**config.mk**
```make
export PLATFORM = sky130hd
export DESIGN_NAME = afpg_top
export DESIGN_NICKNAME = d
export VERILOG_FILES = /design/src/afpg_pkg.sv /design/src/afpg_top.sv /design/src/afpg_port_irq.sv
export VERILOG_INCLUDE_DIRS = /design/src
export SDC_FILE = /design/constraint.sdc
export NUM_CORES = 1
export LEC_CHECK = 0
export BUFFER_PORTS_ARGS = -buffer_cell sky130_fd_sc_hd__clkbuf_2
export CORE_MARGIN = 4
export CORE_UTILIZATION = 48
export CTS_CLUSTER_DIAMETER = 80
export DETAILED_ROUTE_END_ITERATION = 16
export PLACE_DENSITY_LB_ADDON = 0.08
export SYNTH_ARGS = -nofsm -noshare
export SYNTH_HDL_FRONTEND = slang
export SYNTH_SLANG_ARGS = --single-unit
```
**constraint.sdc**
```tcl
create_clock -name sys_clk -period 2.45 [get_ports sys_clk]
set_input_delay 0.245 -clock sys_clk [delete_from_list [all_inputs] [get_ports sys_clk]]
set_output_delay 0.245 -clock sys_clk [all_outputs]
set_load 0.05 [all_outputs]
```
**src/afpg_map.svh**
```systemverilog
// register offsets, field positions, reset values for the four port gpio
// assumes: included by the top module and the testbench by bare name
//
// What this block does
// RULE_01 - each port: data and direction registers
// RULE_02 - data read returns sampled pin state
// RULE_03 - data write drives only output pins
// RULE_04 - reset makes every pin an input
// RULE_05 - stored data goes to output lines
// RULE_06 - direction bits drive active-low enables
// RULE_07 - input lines shown on data reads
// RULE_08 - unmasked input pins raise selectable interrupts
// RULE_09 - multi-function pins need select bit set
// RULE_10 - drive data bus only on reads
// RULE_11 - decode registers from address bits 6..2
// RULE_12 - bridge holds address, write around strobe
// RULE_13 - bridge times accesses with the strobe
// RULE_14 - write high writes, low reads
// RULE_15 - respond only while select is high
// RULE_16 - direction set is input, reset sets all
// RULE_17 - clear register drops edge requests, self-clears
// RULE_18 - masked pin status reads zero
// RULE_19 - level active-high request per port
// RULE_20 - synchronise pins before use
`ifndef AFPG_MAP_SVH
`define AFPG_MAP_SVH

// word index = port * 8 + field, port a..d = 0..3
`define AFPG_FLD_DATA 3'h0
`define AFPG_FLD_DIR 3'h1
`define AFPG_FLD_MASK 3'h2
`define AFPG_FLD_STATUS 3'h3
`define AFPG_FLD_EDGE 3'h4
`define AFPG_FLD_CLEAR 3'h5
`define AFPG_FLD_POL 3'h6
`define AFPG_FLD_ALT 3'h7

// port numbers carrying multi-function pins
`define AFPG_PORT_B 2'h1
`define AFPG_PORT_D 2'h3

// reset values
`define AFPG_RST_DATA 8'h00
`define AFPG_RST_DIR 8'hFF
`define AFPG_RST_MASK 8'h00
`define AFPG_RST_EDGE 8'h00
`define AFPG_RST_POL 8'h00
`define AFPG_RST_ALT 8'h00

// bits of port b and port d shared with other functions
`define AFPG_ALT_MASK_B 8'h3F
`define AFPG_ALT_MASK_D 8'h0F

`endif

```
**src/afpg_pkg.sv**
```systemverilog
// types shared by the four port gpio modules
// assumes: nothing beyond the map header
package afpg_pkg;
  typedef logic [7:0] afpg_byte_t;
  typedef logic [1:0] afpg_port_t;
  typedef logic [2:0] afpg_field_t;
  typedef logic [4:0] afpg_index_t;
endpackage

```
**src/afpg_top.sv**
```systemverilog
// four 8-bit port gpio with strobe-timed peripheral register access
// assumes: bridge holds select, address and write steady around the strobe,
// pad cells resolve the pins, all inputs synchronous to sys_clk
`timescale 1ns/1ps
`include "afpg_map.svh"
module afpg_top (
  input wire logic sys_clk,
  input wire logic srst,
  input wire logic power_on_reset_n,
  input wire logic psel,
  input wire logic pstb,
  input wire logic pwrite,
  input wire logic [6:2] paddr,
  input wire logic [7:0] pdata_in,
  output logic [7:0] pdata_out,
  output logic pdata_oe,
  output logic [7:0] port_a_out_lines,
  output logic [7:0] port_a_drive_en_n,
  input wire logic [7:0] port_a_in_lines,
  output logic [7:0] port_b_out_lines,
  output logic [7:0] port_b_drive_en_n,
  input wire logic [7:0] port_b_in_lines,
  output logic [7:0] port_c_out_lines,
  output logic [7:0] port_c_drive_en_n,
  input wire logic [7:0] port_c_in_lines,
  output logic [7:0] port_d_out_lines,
  output logic [7:0] port_d_drive_en_n,
  input wire logic [7:0] port_d_in_lines,
  output logic port_a_irq,
  output logic port_b_irq,
  output logic port_c_irq,
  output logic port_d_irq
);
  // port number of a word index
  function automatic afpg_pkg::afpg_port_t idx_port(input afpg_pkg::afpg_index_t idx);
    idx_port = idx[4:3];
  endfunction

  // field of a word index
  function automatic afpg_pkg::afpg_field_t idx_field(input afpg_pkg::afpg_index_t idx);
    idx_field = idx[2:0];
  endfunction

  // mask of the bits of a port that are shared with other functions
  function automatic afpg_pkg::afpg_byte_t alt_bits(input afpg_pkg::afpg_port_t p);
    unique case (p)
      `AFPG_PORT_B: alt_bits = `AFPG_ALT_MASK_B;
      `AFPG_PORT_D: alt_bits = `AFPG_ALT_MASK_D;
      default: alt_bits = 8'h00;
    endcase
  endfunction

  logic rst;
  logic pstb_q;
  logic wr_take;
  afpg_pkg::afpg_port_t acc_port;
  afpg_pkg::afpg_field_t acc_field;
  afpg_pkg::afpg_byte_t data_q [4];
  afpg_pkg::afpg_byte_t dir_q [4];
  afpg_pkg::afpg_byte_t mask_q [4];
  afpg_pkg::afpg_byte_t edge_q [4];
  afpg_pkg::afpg_byte_t pol_q [4];
  afpg_pkg::afpg_byte_t clr_q [4];
  afpg_pkg::afpg_byte_t alt_q [4];
  afpg_pkg::afpg_byte_t pin_s1 [4];
  afpg_pkg::afpg_byte_t pin_s2 [4];
  afpg_pkg::afpg_byte_t pin_raw [4];
  afpg_pkg::afpg_byte_t stat [4];
  afpg_pkg::afpg_byte_t gpio_sel [4];
  afpg_pkg::afpg_byte_t out_q [4];
  afpg_pkg::afpg_byte_t oen_q [4];
  logic [3:0] irq_w;
  logic [3:0] irq_q;
  afpg_pkg::afpg_byte_t next_rdata;

  // either reset source returns the block to its reset state
  assign rst = srst | ~power_on_reset_n; // RULE_04

  // register index from address bits 6..2 only
  assign acc_port = idx_port(paddr); // RULE_11
  assign acc_field = idx_field(paddr); // RULE_11

  // write taken once, on the first clock of a selected write strobe
  assign wr_take = psel & pstb & ~pstb_q & pwrite; // RULE_14 RULE_15

  assign pin_raw[0] = port_a_in_lines;
  assign pin_raw[1] = port_b_in_lines;
  assign pin_raw[2] = port_c_in_lines;
  assign pin_raw[3] = port_d_in_lines;

  // strobe history for write edge detection
  always_ff @(posedge sys_clk) begin
    if (rst) begin
      pstb_q <= 1'b0;
    end else begin
      pstb_q <= pstb;
    end
  end

  for (genvar p = 0; p < 4; p++) begin : g_port
    // two-stage pin synchroniser
    always_ff @(posedge sys_clk) begin
      if (rst) begin
        pin_s1[p] <= 8'h00;
        pin_s2[p] <= 8'h00;
      end else begin
        pin_s1[p] <= pin_raw[p]; // RULE_20
        pin_s2[p] <= pin_s1[p];
      end
    end

    // data and direction registers
    always_ff @(posedge sys_clk) begin
      if (rst) begin
        data_q[p] <= `AFPG_RST_DATA;
        dir_q[p] <= `AFPG_RST_DIR; // RULE_16
      end else if (wr_take && acc_port == 2'(p)) begin
        if (acc_field == `AFPG_FLD_DATA) begin
          data_q[p] <= pdata_in; // RULE_01
        end
        if (acc_field == `AFPG_FLD_DIR) begin
          dir_q[p] <= pdata_in; // RULE_01
        end
      end
    end

    // interrupt configuration registers
    always_ff @(posedge sys_clk) begin
      if (rst) begin
        mask_q[p] <= `AFPG_RST_MASK;
        edge_q[p] <= `AFPG_RST_EDGE;
        pol_q[p] <= `AFPG_RST_POL;
      end else if (wr_take && acc_port == 2'(p)) begin
        if (acc_field == `AFPG_FLD_MASK) begin
          mask_q[p] <= pdata_in;
        end
        if (acc_field == `AFPG_FLD_EDGE) begin
          edge_q[p] <= pdata_in;
        end
        if (acc_field == `AFPG_FLD_POL) begin
          pol_q[p] <= pdata_in;
        end
      end
    end

    // write-only clear, held for one cycle then self-cleared
    always_ff @(posedge sys_clk) begin
      if (rst) begin
        clr_q[p] <= 8'h00;
      end else if (wr_take && acc_port == 2'(p) && acc_field == `AFPG_FLD_CLEAR) begin
        clr_q[p] <= pdata_in; // RULE_17
      end else begin
        clr_q[p] <= 8'h00;
      end
    end

    // multi-function select, only the shared bits exist
    always_ff @(posedge sys_clk) begin
      if (rst) begin
        alt_q[p] <= `AFPG_RST_ALT;
      end else if (wr_take && acc_port == 2'(p) && acc_field == `AFPG_FLD_ALT) begin
        alt_q[p] <= pdata_in & alt_bits(2'(p)); // RULE_09
      end
    end

    // pins usable as general io: unshared bits, or shared bits selected
    assign gpio_sel[p] = ~alt_bits(2'(p)) | alt_q[p]; // RULE_09

    // pad drivers: data out, enables low only for selected output pins
    always_ff @(posedge sys_clk) begin
      if (rst) begin
        out_q[p] <= `AFPG_RST_DATA;
        oen_q[p] <= `AFPG_RST_DIR; // RULE_04
      end else begin
        out_q[p] <= data_q[p]; // RULE_05
        oen_q[p] <= dir_q[p] | ~gpio_sel[p]; // RULE_03 RULE_06
      end
    end

    // interrupt logic; only selected input pins take part
    afpg_port_irq u_irq (
      .sys_clk(sys_clk),
      .srst(rst),
      .pin_sync(pin_s2[p]),
      .is_input(dir_q[p] & gpio_sel[p]), // RULE_08
      .mask(mask_q[p]),
      .edge_mode(edge_q[p]),
      .polarity(pol_q[p]),
      .clear_pulse(clr_q[p]),
      .status(stat[p]),
      .irq(irq_w[p])
    );
  end

  // read data selection; unmapped and write-only fields read zero
  always_comb begin
    next_rdata = 8'h00;
    unique case (acc_field)
      `AFPG_FLD_DATA: next_rdata = pin_s2[acc_port]; // RULE_02 RULE_07
      `AFPG_FLD_DIR: next_rdata = dir_q[acc_port];
      `AFPG_FLD_MASK: next_rdata = mask_q[acc_port];
      `AFPG_FLD_STATUS: next_rdata = stat[acc_port];
      `AFPG_FLD_EDGE: next_rdata = edge_q[acc_port];
      `AFPG_FLD_CLEAR: next_rdata = 8'h00;
      `AFPG_FLD_POL: next_rdata = pol_q[acc_port];
      `AFPG_FLD_ALT: next_rdata = alt_q[acc_port];
    endcase
  end

  // data bus: registered, driven in the cycle after each clock of a selected read strobe
  always_ff @(posedge sys_clk) begin
    if (rst) begin
      pdata_out <= 8'h00;
      pdata_oe <= 1'b0;
    end else begin
      pdata_out <= (psel && pstb && !pwrite) ? next_rdata : 8'h00; // RULE_10
      pdata_oe <= psel & pstb & ~pwrite; // RULE_10 RULE_15
    end
  end

  // per-port request lines
  always_ff @(posedge sys_clk) begin
    if (rst) begin
      irq_q <= 4'h0;
    end else begin
      irq_q <= irq_w; // RULE_19
    end
  end

  assign port_a_out_lines = out_q[0];
  assign port_b_out_lines = out_q[1];
  assign port_c_out_lines = out_q[2];
  assign port_d_out_lines = out_q[3];
  assign port_a_drive_en_n = oen_q[0];
  assign port_b_drive_en_n = oen_q[1];
  assign port_c_drive_en_n = oen_q[2];
  assign port_d_drive_en_n = oen_q[3];
  assign port_a_irq = irq_q[0];
  assign port_b_irq = irq_q[1];
  assign port_c_irq = irq_q[2];
  assign port_d_irq = irq_q[3];
endmodule

```
**src/afpg_port_irq.sv**
```systemverilog
// interrupt logic of one 8-bit port: trigger, edge latch, status, request
// assumes: pin inputs already synchronised to sys_clk
`timescale 1ns/1ps
module afpg_port_irq (
  input wire logic sys_clk,
  input wire logic srst,
  input wire afpg_pkg::afpg_byte_t pin_sync,
  input wire afpg_pkg::afpg_byte_t is_input,
  input wire afpg_pkg::afpg_byte_t mask,
  input wire afpg_pkg::afpg_byte_t edge_mode,
  input wire afpg_pkg::afpg_byte_t polarity,
  input wire afpg_pkg::afpg_byte_t clear_pulse,
  output afpg_pkg::afpg_byte_t status,
  output logic irq
);
  afpg_pkg::afpg_byte_t active;
  afpg_pkg::afpg_byte_t active_q;
  afpg_pkg::afpg_byte_t latch;
  afpg_pkg::afpg_byte_t next_status;

  // trigger level after polarity, only for pins set as inputs
  assign active = (pin_sync ^ polarity) & is_input; // RULE_08

  // previous trigger level for edge detection
  always_ff @(posedge sys_clk) begin
    if (srst) begin
      active_q <= 8'h00;
    end else begin
      active_q <= active;
    end
  end

  // sticky edge request, a new edge wins over a clear in the same cycle
  always_ff @(posedge sys_clk) begin
    if (srst) begin
      latch <= 8'h00;
    end else begin
      latch <= (latch & ~clear_pulse) | (active & ~active_q); // RULE_17
    end
  end

  // level pins follow the trigger, edge pins the latch; masked bits read zero
  assign next_status = mask & ((edge_mode & latch) | (~edge_mode & active)); // RULE_18

  // registered status and one active-high level request
  always_ff @(posedge sys_clk) begin
    if (srst) begin
      status <= 8'h00;
      irq <= 1'b0;
    end else begin
      status <= next_status;
      irq <= |next_status; // RULE_19
    end
  end
endmodule

```
==> flow_summary.ini, run 1 <==
[outcome]
status = finished, final reports clean

[routing]
antenna_left = 0
via_count = 11450
drc = 0
drt-initial-drc-count = 992
viasPerCell = 5.315
wl_per_cell_um = 23.55
first_pass_iters = 7
wl_um = 50730

[placement]
finalWeightedCongestion = 0.9234
portBuffers = 127
pre_cts_slack_ns = 0.2583
dp.final_hpwl_um = 36370

[power_and_ir_drop]
finalPower_mw = 15.92
peakVddDrop_v = 0.0006352
power_density_nw_per_um2 = 778.9
p_leak_nw = 8.270

[cts]
path_clk_slew_ns = 0.06
ctsResizeCount = 0
cts_max_level = 2
clk_latency_ns = 0.59
cts_tree = yes
postCtsSetupBuffers = 0
root_buffer = clkbuf_16
cts_max_path_buffers = 3
clock-sinks = 444
ctsHoldBuffers = 35
cts_made_buffers = 47

[setup_path]
reg2reg_from = pstb_q$_SDFF_PP0_
crit_type = in2reg
cp.required_ns = 2.74
cp-start-kind = input port
end_kind = flip-flop
worst_path_max_delay_cell = dlygate4sd3_1
crit_chain = dlygate4sd3_1 -> clkbuf_2 -> and4b_1 -> and2b_1 -> nand2_1 -> o21ai_0 -> buf_4
ff2ff_path_depth = 5
cp_max_fo = 8
startpoint = pstb
crit_arrival_ns = 2.41
max_stage_delay_ns = 0.53

[final_layout]
mostFrequentLayoutCell = and2_1
fill_cells = 2940
fin_nets = 1712
syn_to_final_growth_pct = 20.32
final_cell_mix = and2_1 (267), dfxtp_1 (258), edfxtp_1 (186)
diodes = 0
drive_above_1_share_pct = 19.84
multi_input_area_um2 = 5839
regArea_um2 = 10750

[sta]
hold_viol_final = 0
skew_ns = 0.03469
tightest_slew_ns = 0.9600
fin_crit_ns = 2.122
setup_tns_ns = 0
relSlewSlack_pct = 36.00
final.setup.worst_slack_ns = 0.3284
setup_viol = 0
slew_violations = 0
max_freq_mhz = 471.3
min_period_over_period_pct = 86.60
grt_setup_unrepaired = false

[floorplanning]
rows = 68
core_area_um2 = 34710
die_h_um = 196.1
dieArea_um2 = 38450
initial_core_util_pct = 48.92
die_x_um = 196.1
io_pins = 128

[synth]
synth_seq_cells = 444
syn-instance-count = 1426
syn_area_um2 = 16980
avgSynthCellArea_um2 = 11.91
synth-edff-count = 186
ys.flop_type = dfxtp_1
ys_seq_area_share_pct = 63.31
yosysWarnings = 0
synthArstFlopShare_pct = 0
synth_cell_types = 49

[grt]
use_met3_pct = 5.684
antenna_found_initial = 1
grt-busiest-layer = met2
grtUsageMet2_pct = 39.81
grt_overflow = 0
grt_first_pass_wirelength_um = 74190
grt_use_met1_pct = 37.71
grt_max_degree = 72
grt_pass1_vias = 11210
grt.total_usage_pct = 26.35

[min_path]
whs_path_depth = 3
hp-class = in2reg
holdCritStartpoint = paddr[3]

[flow_run]
maxCapViolCount = 0
## synthesized netlist by cell type (all sizes together), types with 17 or more instances
master  instances  area share [%]
nand3          42             1.2
mux4           38             5.0
nand2          49             1.1
and2          267             9.8
or2            17            0.63
o31a           21             1.1
nor2          144             3.2
mux2           17             1.1
edfxtp        186              33
dfxtp         258              30
o21ai          51             1.5
inv            55             1.2
a21oi          37             1.1
nand2b         33             1.2
xor2           32             1.7
clkbuf         55             1.2
mux2i          22             1.3
## layer usage
layer  vias up  wire [µm]
li1       5306          -
met1      5562      22400
met2       497      22270
met3        82       4316
met4         2       1731
met5         -         13
## worst max-delay path: cells and delay by family
family          cells  cell delay, ns
compound gates      1            0.48
simple gates        3            0.78
buf+inv             3            0.90
## where the power goes
| part | internal (mW) | total (mW) | switching, mW |
|---|---|---|---|
| sequential | 7.87 | 7.99 | 0.122 |
| clock | 4.17 | 7.08 | 2.91 |
| combinational | 0.294 | 0.850 | 0.556 |
## worst paths after layout
check	slack, ns	end
max	0.33	edge_q[1][4]$_SDFFCE_PN0P_
min	0.1	pdata_out[4]$_SDFF_PP0_
max reg2reg	0.34	edge_q[1][4]$_SDFFCE_PN0P_
min reg2reg	0.43	pin_s2[3][5]$_SDFF_PP0_
## cell families after synthesis
group | count (synthesis) | synth area share [%]
AOI/OAI and AO/OA | 142 | 5.136
and+or+nand+nor | 604 | 19.34
muxes | 77 | 7.464
buffers and inverters | 126 | 3.080
DFF | 444 | 63.31
other | 1 | 0.02208
xor gates and xnor gates | 32 | 1.650
## through the flow
stage	std cells	util (%)	cell area [µm²]	hold slack [ns]
2_1_floorplan	1457	-	17100	0.3667
3_3_place_gp	2032	53.35	18520	0.4112
3_5_place_dp	2032	53.35	18520	0.4135
4_1_cts	2154	58.86	20430	0.05438
5_1_grt	2154	58.86	20430	0.1190
6_report	2154	58.86	20430	0.09982
## final cells by class
class | count | share of cell area [%]
well taps | 455 | 2.786
flip-flops and latches | 444 | 52.61
inverters | 55 | 1.010
clock buffers | 73 | 7.042
repair buffers | 226 | 7.361
multi-input cells | 887 | 28.58
clock inverters | 14 | 0.6062
No activity file was read; power rests on OpenSTA's default activity.
==> inputs of run 2 (changes only) <==
- RECOVER_POWER: default -> 50
==> run 2 against run 1 <==
Compared with the run above: register-to-register slack worse by 0.13 ns; critical path type unchanged; global-route usage unchanged; worst setup slack lost 0.16 ns; largest cell class unchanged; largest power group unchanged; clock power about the same; first-iteration DRC count up 3.1%; hold slack better by 0.0069 ns; combinational power is 0.7% lower; critical endpoint is now dir_q[3][3]$_SDFFCE_PN1P_; design area shrank 0.64%; core utilization is 0.37 points lower.
==> flow_summary.ini, run 2 (same netlist as run 1, synthesis figures left out) <==
[cts]
cts_tree = yes
postCtsSetupBuffers = 0
cts_made_buffers = 47
cts_max_level = 2
ctsResizeCount = 0
path_clk_slew_ns = 0.06
ctsHoldBuffers = 35
clk_latency_ns = 0.59
cts_max_path_buffers = 3
root_buffer = clkbuf_16
clock-sinks = 444

[sta]
max_freq_mhz = 438.2
setup_viol = 0
hold_viol_final = 0
fin_crit_ns = 2.282
setup_tns_ns = 0
min_period_over_period_pct = 93.15
grt_setup_unrepaired = false
final.setup.worst_slack_ns = 0.1677
slew_violations = 0
tightest_slew_ns = 0.9328
relSlewSlack_pct = 37.81
skew_ns = 0.03724

[floorplanning]
dieArea_um2 = 38450
die_x_um = 196.1
rows = 68
die_h_um = 196.1
core_area_um2 = 34710
io_pins = 128
initial_core_util_pct = 48.92

[placement]
finalWeightedCongestion = 0.9234
portBuffers = 127
pre_cts_slack_ns = 0.2583
dp.final_hpwl_um = 36370

[setup_path]
cp-start-kind = input port
crit_type = in2reg
crit_arrival_ns = 2.61
reg2reg_from = pstb_q$_SDFF_PP0_
startpoint = pstb
cp.required_ns = 2.78
cp_max_fo = 13
end_kind = flip-flop

[final_layout]
final_cell_mix = dfxtp_1 (258), and2_1 (204), edfxtp_1 (186)
fin_nets = 1712
diodes = 0
mostFrequentLayoutCell = dfxtp_1
syn_to_final_growth_pct = 19.56
drive_above_1_share_pct = 14.83

[flow_run]
maxCapViolCount = 0

[grt]
grt_pass1_vias = 11210
grt.total_usage_pct = 26.35
grt_first_pass_wirelength_um = 74190
antenna_found_initial = 1
grt_max_degree = 72
grt_overflow = 0

[power_and_ir_drop]
power_density_nw_per_um2 = 783.6
switching_share_pct = 22.53
pwr-share-comb_pct = 5.3
peakVddDrop_v = 0.0006347
clkPwrFrac_pct = 44.5
p_seq_share_pct = 50.2
p_int_mw = 12.32
p_leak_nw = 7.941
p_switching_mw = 3.585

[routing]
drt-initial-drc-count = 1023
drc = 0
first_pass_iters = 5
antenna_left = 0
wl_um = 50850
via_count = 11480
viasPerCell = 5.330
wl_per_cell_um = 23.61

[outcome]
status = finished, final reports clean

[min_path]
holdCritStartpoint = paddr[3]
hp-class = in2reg
run 2: changes by cell type in the layout (fill, tap and decap cells not counted), sizes merged:
cell / change
buf: -7
clkbuf: +7
run 2: layout make-up:
class / count / area (µm²)
clock inverter: 14 / 123.9
fill: 2989 / 14410
multi-input combinational: 887 / 5832
tap: 455 / 569.3
clock buffer: 73 / 1439
sequential: 444 / 10750
timing repair buffer: 226 / 1381
inverter: 55 / 206.4
run 2: worst paths after layout:
check | end | slack, ns | depth (start not counted)
max reg2reg | dir_q[3][3]$_SDFFCE_PN1P_ | 0.21 | 6
min | pdata_out[4]$_SDFF_PP0_ | 0.11 | 3
min reg2reg | pin_s2[3][5]$_SDFF_PP0_ | 0.42 | 1
max | dir_q[3][3]$_SDFFCE_PN1P_ | 0.17 | 8
run 2: critical path: stages:
cell	delay, ns
dlygate4sd3_1	0.53
clkbuf_1	0.14
and4b_1	0.32
nand3_1	0.11
clkbuf_1	0.38
nor3_1	0.24
clkbuf_1	0.35
or2b_1	0.27
run 2: metal layers:
layer  global-route usage [%]  vias up  part of all wire, %
met5                        0        -                0.026
met4                    9.672        2                  3.4
met3                    5.684       80                  8.6
met2                    39.81      503                   44
met1                    37.71     5580                   44
li1                         -     5316                    -
run 2: through the flow:
step	total power, mW	hold slack, ns	area, µm²	instances	util, %
floorplan	8.544	0.3667	17100	1457	-
global placement	8.936	0.4112	18520	2032	53.35
detailed placement	8.942	0.4135	18520	2032	53.35
CTS	16.02	0.05438	20430	2154	58.86
global route	16.40	0.1190	20300	2154	58.48
finish	15.91	0.1067	20300	2154	58.48
run 2: power groups by stage:
stage	logic, mW	clock network (mW)	registers [mW]
2_1_floorplan	0.418	0	8.13
3_3_place_gp	0.794	0	8.14
3_5_place_dp	0.799	0	8.14
4_1_cts	0.845	7.19	7.98
5_1_grt	0.900	7.51	8.00
6_report	0.844	7.08	7.99
==> inputs of run 3 (changes only) <==
- PLACE_DENSITY: default -> 0.63
- PLACE_DENSITY_LB_ADDON: 0.08 -> default
==> run 3 against run 2 <==
Compared with the run above: global-route usage hardly changed; register-to-register slack worse by 0.02 ns; highest routed layer unchanged; clock skew is 0.018 ns lower; non-clock buffer count is 7 lower; die area stayed put; clock power is 2% lower; critical endpoint is now data_q[2][3]$_DFF_P_; sequential power hardly changed; largest cell class unchanged; final cell count is 0.42% lower; core utilization is 0.22 points lower; first-iteration DRC count is 16% higher; critical path type unchanged; sequential share of layout area is 0.20 points higher.
==> flow_summary.ini, run 3 (same netlist as run 1, synthesis figures left out) <==
[final_layout]
final_cell_mix = dfxtp_1 (258), and2_1 (210), edfxtp_1 (186)
final_cells = 2145
fill_cells = 2910
syn_to_final_growth_pct = 19.11
drive_above_1_share_pct = 14.27
multi_input_area_um2 = 5836
mostFrequentLayoutCell = dfxtp_1
fin_nets = 1703
regArea_um2 = 10750
stdcell_area_um2 = 20230
post-route-util_pct = 58.27

[cts]
cts_tree = yes
cts_max_path_buffers = 3
ctsResizeCount = 0
cts_made_buffers = 45
clock-sinks = 444
clk_latency_ns = 0.58
path_clk_slew_ns = 0.06
cts_max_level = 2
root_buffer = clkbuf_16

[routing]
maxUsedRoutingLayer = met5
antenna_left = 0
wl_met3_um = 4578
met2RoutedLength_um = 22190
first_pass_iters = 5
drc = 0
via_count = 11590
drt-initial-drc-count = 1187
viasPerCell = 5.404
met1_length_um = 22110
wl_um = 50830
wl_per_cell_um = 23.70

[grt]
grt_overflow = 0
grt.total_usage_pct = 26.37
grt_first_pass_wirelength_um = 75090
antenna_found_initial = 3
grt_max_degree = 108
grt_pass1_vias = 11510

[sta]
min_period_over_period_pct = 92.85
max_freq_mhz = 439.6
skew_ns = 0.01912
grt_setup_unrepaired = false
slew_violations = 0
hold-worst-slack_ns = 0.08191
hold_viol_final = 0
final.setup.worst_slack_ns = 0.1751
tightest_slew_ns = 1.076
fin_crit_ns = 2.275
setup_viol = 0
setup_tns_ns = 0
relSlewSlack_pct = 28.24

[setup_path]
worst_path_max_delay_cell = or3_1
cp-start-kind = input port
critPathBufInv = 2
crit_arrival_ns = 2.72
cp_max_fo = 9
cp_top_family = simple AND/OR/NAND/NOR gates
end_kind = flip-flop
crit_type = in2reg
ff2ff_setup_slack_ns = 0.19
reg2reg_from = pstb_q$_SDFF_PP0_
startpoint = pstb
cp.required_ns = 2.90
crit_chain = dlygate4sd3_1 -> clkbuf_1 -> and4b_1 -> nand3b_1 -> or3_1 -> mux2_2
max_stage_delay_ns = 0.70

[placement]
dp.cells = 2025
pre_cts_slack_ns = 0.1970
place_area_um2 = 18490
portBuffers = 127
finalWeightedCongestion = 0.9470
dp.final_hpwl_um = 35960

[floorplanning]
core_area_um2 = 34710
rows = 68
die_x_um = 196.1
io_pins = 128
initial_core_util_pct = 48.92
dieArea_um2 = 38450
die_h_um = 196.1

[outcome]
status = finished, final reports clean

[min_path]
hp-class = in2reg
holdCritStartpoint = srst

[power_and_ir_drop]
p_leak_nw = 7.904
power_density_nw_per_um2 = 778.1
finalPower_mw = 15.74
peakVddDrop_v = 0.0005273

[flow_run]
maxCapViolCount = 0
-- run 3: changes by cell type in the layout (fill, tap and decap cells not counted), moves of 2 or more --
cell / previous run / this run
clkbuf_2: 48 / 46
inv_6: 2 / 0
and2_1: 204 / 210
buf_4: 54 / 47
clkbuf_16: 51 / 48
and2_0: 63 / 57
buf_12: 3 / 5
clkinv_2: 3 / 5
clkbuf_1: 98 / 100
-- run 3: final timing paths --
kind,to,cells after the start
max,data_q[2][3]$_DFF_P_,6
min,g_port[3].u_irq.status[1]$_SDFF_PP0_,3
max reg2reg,data_q[2][3]$_DFF_P_,4
min reg2reg,pin_s2[2][4]$_SDFF_PP0_,1
-- run 3: timing repair --
| action | in CTS | in global routing |
|---|---|---|
| endpoints found under the hold margin | 34 | 0 |
| hold buffers | 35 | 0 |
| buffers inserted | 0 | 0 |
-- run 3: worst min-delay path: cells and delay by family --
kind | cells | cell delay [ns]
buffers and inverters | 1 | 0.11
and+or+nand+nor | 2 | 0.24
-- run 3: power by group --
part           switching, mW  internal [mW]  leakage [nW]  total (mW)
Clock                   2.87           4.05         0.737        6.91
Sequential             0.124           7.87          4.08        7.99
Combinational          0.556          0.283          3.09       0.839
-- run 3: area by class of cell --
cell class,instances,share of cell area [%]
Tap cell,455,2.815
Inverter,55,1.021
Antenna cell,1,0.01237
Timing Repair Buffer,219,6.718
Clock inverter,13,0.7237
Clock buffer,71,6.712
Multi-Input combinational cell,887,28.85
Sequential cell,444,53.15
-- run 3: layer usage --
metal | global-route usage, % | up-vias
met5 | 0 | -
met4 | 10.19 | 2
met3 | 4.997 | 88
met2 | 39.83 | 585
met1 | 37.97 | 5631
li1 | - | 5285
